### src/inc/irq_defs.svh
// constants of the board interrupt block: offsets, bits, levels, vectors
// assumes inclusion by bare name from any file that needs them
`ifndef IRQ_DEFS_SVH
`define IRQ_DEFS_SVH

// ------------------------------------------------------------
// register offsets (byte addresses, one aligned word each)
// ------------------------------------------------------------
`define IRQ_OFF_STATUS   8'h00
`define IRQ_OFF_MASK     8'h04
`define IRQ_OFF_LEVELS   8'h08
`define IRQ_OFF_LAST_ACK 8'h0c

// ------------------------------------------------------------
// status and mask layout: bits 6..0 on-board, 13..7 bus levels 7..1
// ------------------------------------------------------------
`define IRQ_EVT_W        14
`define IRQ_BUS_LSB      7
`define IRQ_STATUS_RST   14'h0000
`define IRQ_MASK_RST     14'h0000

// ------------------------------------------------------------
// fixed levels and autovector numbers of on-board sources
// ------------------------------------------------------------
`define IRQ_LVL_ABORT    3'h7
`define IRQ_LVL_CLOCK    3'h6
`define IRQ_LVL_PARTIM   3'h5
`define IRQ_LVL_TERM     3'h4
`define IRQ_LVL_REMOTE   3'h3
`define IRQ_LVL_HOST     3'h2
`define IRQ_VEC_ABORT    8'h1f
`define IRQ_VEC_CLOCK    8'h1e
`define IRQ_VEC_PARTIM   8'h1d
`define IRQ_VEC_TERM     8'h1c
`define IRQ_VEC_REMOTE   8'h1b
`define IRQ_VEC_HOST     8'h1a
`define IRQ_VEC_NONE     8'h00

// ------------------------------------------------------------
// axi responses
// ------------------------------------------------------------
`define IRQ_RESP_OKAY    2'h0
`define IRQ_RESP_SLVERR  2'h2

`endif

### src/inc/irq_pkg.sv
// types shared by the board interrupt block
// assumes nothing of its surroundings
package irq_pkg;

  // on-board request lines, active high, one bit per source
  typedef struct packed {
    logic abort;
    logic clock;
    logic par_port;
    logic par_timer;
    logic term;
    logic remote;
    logic host;
  } onboard_req_t;

  // answer to one processor acknowledge cycle
  typedef struct packed {
    logic       autovector;
    logic       pass_bus;
    logic [2:0] level;
    logic [7:0] vector;
  } ack_t;

endpackage : irq_pkg

### src/rtl/board_interrupt_autovector.sv
// board interrupt collector: priority level and autovector acknowledge
// assumes an axi4-lite master on clk_sys and an acknowledge strobe
// from processor glue logic on the same clock
//
// Contract
// - Any on-board source is acknowledged by a forced autovector.
// - The abort switch requests level 7 and answers vector 31.
// - The real-time clock requests level 6 and answers vector 30.
// - The parallel/timer unit requests level 5 and answers vector 29.
// - The terminal serial adapter requests level 4, vector 28.
// - Remote serial is level 3 vector 27; host serial level 2 vector 26.
// - All seven backplane request lines reach their own level.
// - A backplane line whose jumper is off never reaches the processor.
// - Both the port and the timer request of the unit use level 5.
`timescale 1ns/1ps
`default_nettype none
`include "irq_defs.svh"

module board_interrupt_autovector (
  // clock and reset
  input  wire logic                 clk_sys,
  input  wire logic                 reset,
  // on-board request pins, active high
  input  wire irq_pkg::onboard_req_t onboard_pin,
  // backplane request pins, active low, bit i is level i+1
  input  wire logic [6:0]           bus_irq_n,
  input  wire logic [6:0]           bus_jumper_en,
  // processor priority inputs and acknowledge
  output logic      [2:0]           ipl_n,
  input  wire logic                 iack_strobe,
  input  wire logic [2:0]           iack_level,
  output irq_pkg::ack_t             ack,
  output logic                      ack_done,
  // axi4-lite slave
  input  wire logic [7:0]           awaddr,
  input  wire logic                 awvalid,
  output logic                      awready,
  input  wire logic [31:0]          wdata,
  input  wire logic [3:0]           wstrb,
  input  wire logic                 wvalid,
  output logic                      wready,
  output logic [1:0]                bresp,
  output logic                      bvalid,
  input  wire logic                 bready,
  input  wire logic [7:0]           araddr,
  input  wire logic                 arvalid,
  output logic                      arready,
  output logic [31:0]               rdata,
  output logic [1:0]                rresp,
  output logic                      rvalid,
  input  wire logic                 rready,
  // interrupt to software
  output logic                      irq
);
  import irq_pkg::*;

  // ----------------------------------------------------------
  // functions
  // ----------------------------------------------------------
  function automatic logic [2:0] top_level(input logic [7:1] lv);
    logic [2:0] r;
    r = 3'h0;
    for (int i = 1; i <= 7; i++) begin
      if (lv[i]) r = 3'(i);
    end
    return r;
  endfunction : top_level

  // autovector and presence of an on-board source at one level
  function automatic logic [7:0] board_vec(input onboard_req_t s,
                                           input logic [2:0] l);
    logic [7:0] v;
    v = `IRQ_VEC_NONE;
    case (l)
      `IRQ_LVL_ABORT:  if (s.abort) v = `IRQ_VEC_ABORT;
      `IRQ_LVL_CLOCK:  if (s.clock) v = `IRQ_VEC_CLOCK;
      `IRQ_LVL_PARTIM: if (s.par_port | s.par_timer) v = `IRQ_VEC_PARTIM;
      `IRQ_LVL_TERM:   if (s.term) v = `IRQ_VEC_TERM;
      `IRQ_LVL_REMOTE: if (s.remote) v = `IRQ_VEC_REMOTE;
      `IRQ_LVL_HOST:   if (s.host) v = `IRQ_VEC_HOST;
      default:         v = `IRQ_VEC_NONE;
    endcase
    return v;
  endfunction : board_vec

  function automatic logic [13:0] lanes(input logic [31:0] d,
                                        input logic [3:0] s);
    return d[13:0] & {{6{s[1]}}, {8{s[0]}}};
  endfunction : lanes

  // ----------------------------------------------------------
  // pin capture
  // ----------------------------------------------------------
  onboard_req_t src;
  logic [6:0]   bus_n_s;
  logic [6:0]   jumper_s;

  pin_sync #(
    .WIDTH     (21),
    .RESET_VAL ({7'h00, 7'h7f, 7'h00})
  ) u_sync (
    .clk_sys (clk_sys),
    .reset   (reset),
    .pin     ({onboard_pin, bus_irq_n, bus_jumper_en}),
    .level   ({src, bus_n_s, jumper_s})
  );

  // ----------------------------------------------------------
  // level merge and acknowledge
  // ----------------------------------------------------------
  logic [6:0]  bus_act;
  logic [7:1]  lvl;
  logic [7:0]  hit_vec;
  logic [2:0]  next_ipl_n;
  ack_t        next_ack;
  logic        next_ack_done;

  // jumpers are static, so the filtered level is used as it stands
  always_comb begin
    bus_act = ~bus_n_s & jumper_s;
    lvl[7] = src.abort | bus_act[6];
    lvl[6] = src.clock | bus_act[5];
    lvl[5] = src.par_port | src.par_timer | bus_act[4];
    lvl[4] = src.term | bus_act[3];
    lvl[3] = src.remote | bus_act[2];
    lvl[2] = src.host | bus_act[1];
    lvl[1] = bus_act[0];
    next_ipl_n = ~top_level(lvl);
    hit_vec = board_vec(src, iack_level);
    next_ack = ack;
    next_ack_done = 1'b0;
    // on-board wins its level; otherwise the backplane supplies the vector
    if (iack_strobe) begin
      next_ack.autovector = (hit_vec != `IRQ_VEC_NONE);
      next_ack.pass_bus   = (hit_vec == `IRQ_VEC_NONE);
      next_ack.level      = iack_level;
      next_ack.vector     = hit_vec;
      next_ack_done       = 1'b1;
    end
  end

  always_ff @(posedge clk_sys) begin
    if (reset) begin
      ipl_n    <= 3'h7;
      ack      <= '0;
      ack_done <= 1'b0;
    end else begin
      ipl_n    <= next_ipl_n;
      ack      <= next_ack;
      ack_done <= next_ack_done;
    end
  end

  // ----------------------------------------------------------
  // events, status and register slave
  // ----------------------------------------------------------
  logic [13:0] status, next_status, mask, next_mask;
  logic [13:0] prev_req, req_now, events;
  logic        aw_got, next_aw_got, w_got, next_w_got;
  logic [7:0]  wa, next_wa;
  logic [31:0] wd, next_wd;
  logic [3:0]  ws, next_ws;
  logic        next_awready, next_wready, next_bvalid, next_arready;
  logic        next_rvalid, next_irq;
  logic [1:0]  next_bresp, next_rresp;
  logic [31:0] next_rdata;

  always_comb begin
    req_now = {bus_act, src};
    events  = req_now & ~prev_req;
    next_aw_got = aw_got | (awvalid & awready);
    next_w_got  = w_got | (wvalid & wready);
    next_wa = (awvalid & awready) ? awaddr : wa;
    next_wd = (wvalid & wready) ? wdata : wd;
    next_ws = (wvalid & wready) ? wstrb : ws;
    next_status = status;
    next_mask   = mask;
    next_bvalid = bvalid & ~bready;
    next_bresp  = bresp;
    // write commits once address and data are both in
    if (next_aw_got && next_w_got && !bvalid) begin
      next_aw_got = 1'b0;
      next_w_got  = 1'b0;
      next_bvalid = 1'b1;
      next_bresp  = `IRQ_RESP_OKAY;
      case (next_wa)
        `IRQ_OFF_STATUS:   next_status = status & ~lanes(next_wd, next_ws);
        `IRQ_OFF_MASK:     next_mask = (mask & ~lanes(32'hffffffff, next_ws))
                                       | lanes(next_wd, next_ws);
        `IRQ_OFF_LEVELS:   next_bresp = `IRQ_RESP_OKAY;
        `IRQ_OFF_LAST_ACK: next_bresp = `IRQ_RESP_OKAY;
        default:           next_bresp = `IRQ_RESP_SLVERR;
      endcase
    end
    // set wins over a clear in the same cycle
    next_status = next_status | events;
    next_irq = |(next_status & next_mask);
    next_awready = ~next_aw_got & ~next_bvalid;
    next_wready  = ~next_w_got & ~next_bvalid;
    next_rvalid  = rvalid & ~rready;
    next_rdata   = rdata;
    next_rresp   = rresp;
    if (arvalid && arready) begin
      next_rvalid = 1'b1;
      next_rresp  = `IRQ_RESP_OKAY;
      case (araddr)
        `IRQ_OFF_STATUS:   next_rdata = {18'h0, status};
        `IRQ_OFF_MASK:     next_rdata = {18'h0, mask};
        `IRQ_OFF_LEVELS:   next_rdata = {21'h0, ipl_n, lvl, 1'b0};
        `IRQ_OFF_LAST_ACK: next_rdata = {19'h0, ack};
        default: begin
          next_rdata = 32'h0;
          next_rresp = `IRQ_RESP_SLVERR;
        end
      endcase
    end
    next_arready = ~next_rvalid;
  end

  always_ff @(posedge clk_sys) begin
    if (reset) begin
      status   <= `IRQ_STATUS_RST;
      mask     <= `IRQ_MASK_RST;
      prev_req <= 14'h0;
      aw_got   <= 1'b0;
      w_got    <= 1'b0;
      wa       <= 8'h0;
      wd       <= 32'h0;
      ws       <= 4'h0;
      awready  <= 1'b0;
      wready   <= 1'b0;
      bvalid   <= 1'b0;
      bresp    <= 2'h0;
      arready  <= 1'b0;
      rvalid   <= 1'b0;
      rdata    <= 32'h0;
      rresp    <= 2'h0;
      irq      <= 1'b0;
    end else begin
      status   <= next_status;
      mask     <= next_mask;
      prev_req <= req_now;
      aw_got   <= next_aw_got;
      w_got    <= next_w_got;
      wa       <= next_wa;
      wd       <= next_wd;
      ws       <= next_ws;
      awready  <= next_awready;
      wready   <= next_wready;
      bvalid   <= next_bvalid;
      bresp    <= next_bresp;
      arready  <= next_arready;
      rvalid   <= next_rvalid;
      rdata    <= next_rdata;
      rresp    <= next_rresp;
      irq      <= next_irq;
    end
  end

  // ----------------------------------------------------------
  // checks
  // ----------------------------------------------------------
  board_autovec_a: assert property (
    @(posedge clk_sys) disable iff (reset)
    iack_strobe && (board_vec(src, iack_level) != `IRQ_VEC_NONE)
    |=> ack_done && ack.autovector && !ack.pass_bus)
    else $error("on-board acknowledge not autovectored");

  abort_level_a: assert property (
    @(posedge clk_sys) disable iff (reset)
    src.abort |=> ipl_n == 3'h0)
    else $error("abort not presented at level 7");

  abort_vector_a: assert property (
    @(posedge clk_sys) disable iff (reset)
    iack_strobe && iack_level == 3'h7 && src.abort
    |=> ack.vector == 8'h1f)
    else $error("abort vector wrong");

  clock_level_a: assert property (
    @(posedge clk_sys) disable iff (reset)
    src.clock && lvl[7] == 1'b0 |=> ipl_n == 3'h1)
    else $error("clock not presented at level 6");

  partim_level_a: assert property (
    @(posedge clk_sys) disable iff (reset)
    (src.par_port || src.par_timer) && lvl[7:6] == 2'h0
    |=> ipl_n == 3'h2)
    else $error("parallel/timer not presented at level 5");

  serial_vectors_a: assert property (
    @(posedge clk_sys) disable iff (reset)
    iack_strobe && ((iack_level == 3'h3 && src.remote)
                    || (iack_level == 3'h2 && src.host))
    |=> ack.vector == (($past(iack_level) == 3'h3) ? 8'h1b : 8'h1a))
    else $error("serial vectors wrong");

  term_vector_a: assert property (
    @(posedge clk_sys) disable iff (reset)
    iack_strobe && iack_level == 3'h4 && src.term
    |=> ack.vector == 8'h1c && ack.level == 3'h4)
    else $error("terminal vector wrong");

  bus_level_a: assert property (
    @(posedge clk_sys) disable iff (reset)
    !bus_n_s[0] && jumper_s[0] |=> ipl_n != 3'h7)
    else $error("enabled bus level 1 lost");

  bus_blocked_a: assert property (
    @(posedge clk_sys) disable iff (reset)
    jumper_s == 7'h0 && src == '0 |=> ipl_n == 3'h7)
    else $error("disabled bus line reached processor");

  highest_wins_a: assert property (
    @(posedge clk_sys) disable iff (reset)
    lvl[4] && lvl[7:5] == 3'h0 |=> ipl_n == 3'h3 [*1])
    else $error("level 4 not encoded");

endmodule : board_interrupt_autovector

`default_nettype wire

### src/rtl/pin_sync.sv
// three-stage synchroniser with agreement filter for a group of pins
// assumes the pins are asynchronous to clk_sys
`timescale 1ns/1ps
`default_nettype none

module pin_sync #(
  parameter int          WIDTH     = 1,
  parameter logic [WIDTH-1:0] RESET_VAL = '0
) (
  // clock and reset
  input  wire logic             clk_sys,
  input  wire logic             reset,
  // pins in, filtered level out
  input  wire logic [WIDTH-1:0] pin,
  output logic      [WIDTH-1:0] level
);

  logic [WIDTH-1:0] stage1;
  logic [WIDTH-1:0] stage2;
  logic [WIDTH-1:0] stage3;
  logic [WIDTH-1:0] next_level;

  // stage1 feeds stage2 only; a bit moves once stages 2 and 3 agree
  always_comb begin
    next_level = (stage2 & ~(stage2 ^ stage3)) | (level & (stage2 ^ stage3));
  end

  always_ff @(posedge clk_sys) begin
    if (reset) begin
      stage1 <= RESET_VAL;
      stage2 <= RESET_VAL;
      stage3 <= RESET_VAL;
      level  <= RESET_VAL;
    end else begin
      stage1 <= pin;
      stage2 <= stage1;
      stage3 <= stage2;
      level  <= next_level;
    end
  end

endmodule : pin_sync

`default_nettype wire

### config.mk
export PLATFORM = sky130hd
export DESIGN_NAME = board_interrupt_autovector
export DESIGN_NICKNAME = d
export VERILOG_FILES = /design/src/inc/irq_pkg.sv /design/src/rtl/board_interrupt_autovector.sv /design/src/rtl/pin_sync.sv
export VERILOG_INCLUDE_DIRS = /design/src /design/src/inc
export SDC_FILE = /design/constraint.sdc
export NUM_CORES = 1
export LEC_CHECK = 0
export BUFFER_PORTS_ARGS = -buffer_cell sky130_fd_sc_hd__clkbuf_2
export CAP_MARGIN = 20
export CORE_UTILIZATION = 46
export CTS_CLUSTER_DIAMETER = 100
export DETAILED_ROUTE_END_ITERATION = 8
export PLACE_DENSITY = 0.72
export SETUP_SLACK_MARGIN = 0.15
export SLEW_MARGIN = 20
export SYNTH_ARGS = -nofsm -noshare
export SYNTH_HDL_FRONTEND = slang
export SYNTH_SLANG_ARGS = --single-unit
export TNS_END_PERCENT = 10
### constraint.sdc
create_clock -name clk_sys -period 2.67 [get_ports clk_sys]
set_input_delay 0.534 -clock clk_sys [delete_from_list [all_inputs] [get_ports clk_sys]]
set_output_delay 0.534 -clock clk_sys [all_outputs]
set_load 0.05 [all_outputs]
==> metrics <==
Row Count 44; post-route clock period utilization between 90% and 100%; maxcap violations 0; All-Layer GR Usage 18.9%; DRT Pass-1 Iters 4; fmax 383 MHz; design area 0.00831 mm²; leakage 0.00351 µW; Final Skew 0.00767 ns; global-route met1 utilization a little under a quarter; crit path DAT approximately 2.9 ns; Gate Count Post-Synth 698; top cell type by total area after synthesis dfxtp_1; Fin. Hold Viols 0; CP Capture Type flip-flop; Synthesis Warnings 0; dpl cell area between 0.007 and 0.008 mm²; Post-route DRC 0; Slew Viols, Final 0; clk slew on worst S/H paths 0.07 ns; input/output buffers 99; final layout net count 903; Ports 143; Slew @ Worst Pin approximately 0.58 ns; Starting Density between 40 and 50%; busiest layer in global routing met2; Final min period 2.61 ns; pwr dens 701 mW/mm²; Final Setup Violations 0; unrepaired setup endpoints after global routing yes; ANT cells 0; Sum Neg Setup Slack 0 ns; CP Max Fanout 8; register bit total from synthesis 187; Vias/cell 4.89; post-layout worst setup margin 0.0574 ns; CP delay by family, top compound AO/OA/AOI/OAI gates; syn avg cell area 9.77 µm²; H-tree depth 4; HP Class in -> reg; area grow syn2layout 21.9%; Final Non-Filler Cells 1,016; Synth cell types 50; sequential share of the synthesized area 54.9%; pre-CTS setup slack -0.164 ns; dpl cells approximately 980; vias roughly 5,000; Critical Path Stages 8; CTS tree built; Die H 124 µm; Hold Path Cell Cnt 2; number of global-route vias before repair ~4,500; Final ANT Viol Nets 0; slowest CP cell or4b_4; filler instances 1,240; total grt overflow 0; total CTS buffers 17; die width around 120 µm; total core area around 0.014 mm²; first-pass GRT wire length 21,800 µm; crit-path cells a211o_1 -> a2111o_1 -> or4b_4 -> buf_6 -> a21oi_4 -> o22ai_2 -> nor3_2 -> a41oi_2; CP peak stage delay about 0.5 ns; Worst EP required 2.97 ns; Clk Latency, worst-skew pair 0.43 ns; Root Driver clkbuf_16; final core occ a little under three fifths; Die Area 0.0153 mm²; post-synth top area share 54.9%; status complete, no violations; Register-to-Register Path Depth 8; Bufs on Longest Clock Path 2; crit path buf inv count 1; met2 Usage GRT 30.5%; peak supply drop 0.000466 V; CTS sink cnt 187; met3 usage under 10%; Synth area leaders dfxtp_1, mux2i_1, nor2_1; Detailed Place HPWL between 9000 and 10,000 µm; antenna violations before repair 0; Startpoint Class flip-flop; initial drt markers between 300 and 400; Worst slew margin 61.5%; layout cells sized above 1 27.3%; pin count of the biggest net entering global routing 65; DR WL/cell 13.5 µm; final wirelength 13,700 µm; post-synthesis cell area roughly 0.0068 mm²; GP Congestion 0.839; CP Class reg -> reg
==> repair_timing <==
item | CTS | global route
pin swaps | 0 | 3
setup buffers | 0 | 1
endpoints found under the setup margin | 1 | 1
hold buffers | 0 | 0
gates resized for setup | 0 | 21
==> metrics by stage <==
step / hold WS [ns] / power (µW)
after CTS: 0.262 / 5880
after detailed placement: 0.397 / 3500
after floorplan: 0.389 / 3360
after global routing: 0.266 / 6060
final: 0.287 / 5830
after global placement: 0.391 / 3490
==> cells by family (layout without fill, tap and decap cells) <==
group,Yosys count,after routing,share of synthesized area [%]
AO/OA/AOI/OAI,132,132,12.1
buffers and inverters,72,184,5.65
flip-flops,187,187,54.9
multiplexers,46,46,7.91
other,1,23,0.0550
AND/OR/NAND/NOR,260,260,19.4
==> layout make-up <==
| cell class | count | area (µm²) | share of cell area (%) |
|---|---|---|---|
| repair buffers | 135 | 813 | 9.78 |
| clock inverters | 13 | 119 | 1.43 |
| flip-flops and latches | 187 | 3750 | 45.1 |
| inverters | 17 | 63.8 | 0.768 |
| well taps | 184 | 230 | 2.77 |
| clock buffers | 19 | 443 | 5.33 |
| multi-input cells | 461 | 2900 | 34.8 |
==> worst reg2reg max path: cells and delay by family (launching register included) <==
family | cells | cell delay, ns
AOI/OAI and AO/OA | 5 | 1.20
and+or+nand+nor | 2 | 0.74
DFF | 1 | 0.35
buffers and inverters | 1 | 0.17
==> where the power goes <==
part / internal (µW) / leakage (µW) / total (µW) / switching (µW)
sequential: 2870 / 0.00153 / 2920 / 46.5
combinational: 186 / 0.00172 / 523 / 337
clock: 1310 / 0.000266 / 2390 / 1070
==> path summary, 6_finish.rpt <==
kind                                 endpoint  slack [ns]                        start
hold reg to reg   u_sync.stage2[8]$_SDFF_PP1_        0.41  u_sync.stage1[8]$_SDFF_PP1_
setup reg to reg               irq$_SDFF_PP0_        0.06           awready$_SDFF_PP0_
hold / removal    u_sync.stage1[9]$_SDFF_PP1_        0.29                 bus_irq_n[2]
setup / recovery               irq$_SDFF_PP0_        0.06           awready$_SDFF_PP0_
==> placed cells by master (no fill, tap or decap), types with 3 or more instances in the layout <==
cell / n
dfxtp_1: 185
clkbuf_2: 98
nor2_1: 96
nor2b_1: 55
a21oi_1: 46
nand2_1: 43
buf_4: 32
mux2i_1: 30
o21ai_0: 27
conb_1: 23
or2_2: 21
inv_1: 17
clkbuf_16: 17
nand2b_1: 14
a22oi_1: 10
o21bai_1: 8
nor3_1: 7
mux4_2: 6
o21a_1: 6
nand3_1: 5
nor4_1: 5
mux2i_4: 5
clkinvlp_4: 4
o22ai_1: 3
nor3b_1: 3
mux2_2: 3
a21oi_2: 3
a22o_1: 3
clkinv_2: 3
inv_6: 3
buf_12: 3
==> per-layer routing <==
metal | wire length [µm] | vias to the layer above | part of all wire, %
li1 | - | 2544 | -
met3 | 791 | 23 | 5.8
met2 | 6380 | 122 | 46
met4 | 284 | 0 | 2.1
met5 | 0 | - | 0
met1 | 6270 | 2275 | 46
==> synth_stat cells, drive strengths merged <==
library cell  instances
or2b                  1
nor4                  7
o21a                  6
o2bb2ai               2
a32oi                 2
a21boi                1
and2                  1
inv                  17
a21oi                51
a211o                 2
conb                  1
a31o                  2
o21ai                30
dfxtp               187
a22oi                10
nand3                 5
o211ai                1
a41oi                 1
o22a                  4
nand2b               14
mux4                  6
nand4bb               1
o21bai                8
nor2b                55
nand2                44
nand3b                1
a22o                  4
buf                  29
nor4b                 1
mux2i                37
clkbuf               26
o2111a                1
or4b                  2
nor3b                 3
or2                  21
a21o                  1
o311ai                1
nor2                 96
o22ai                 4
mux2                  3
nor3                  8
a2111o                1
(Power assumes the default switching activity.)
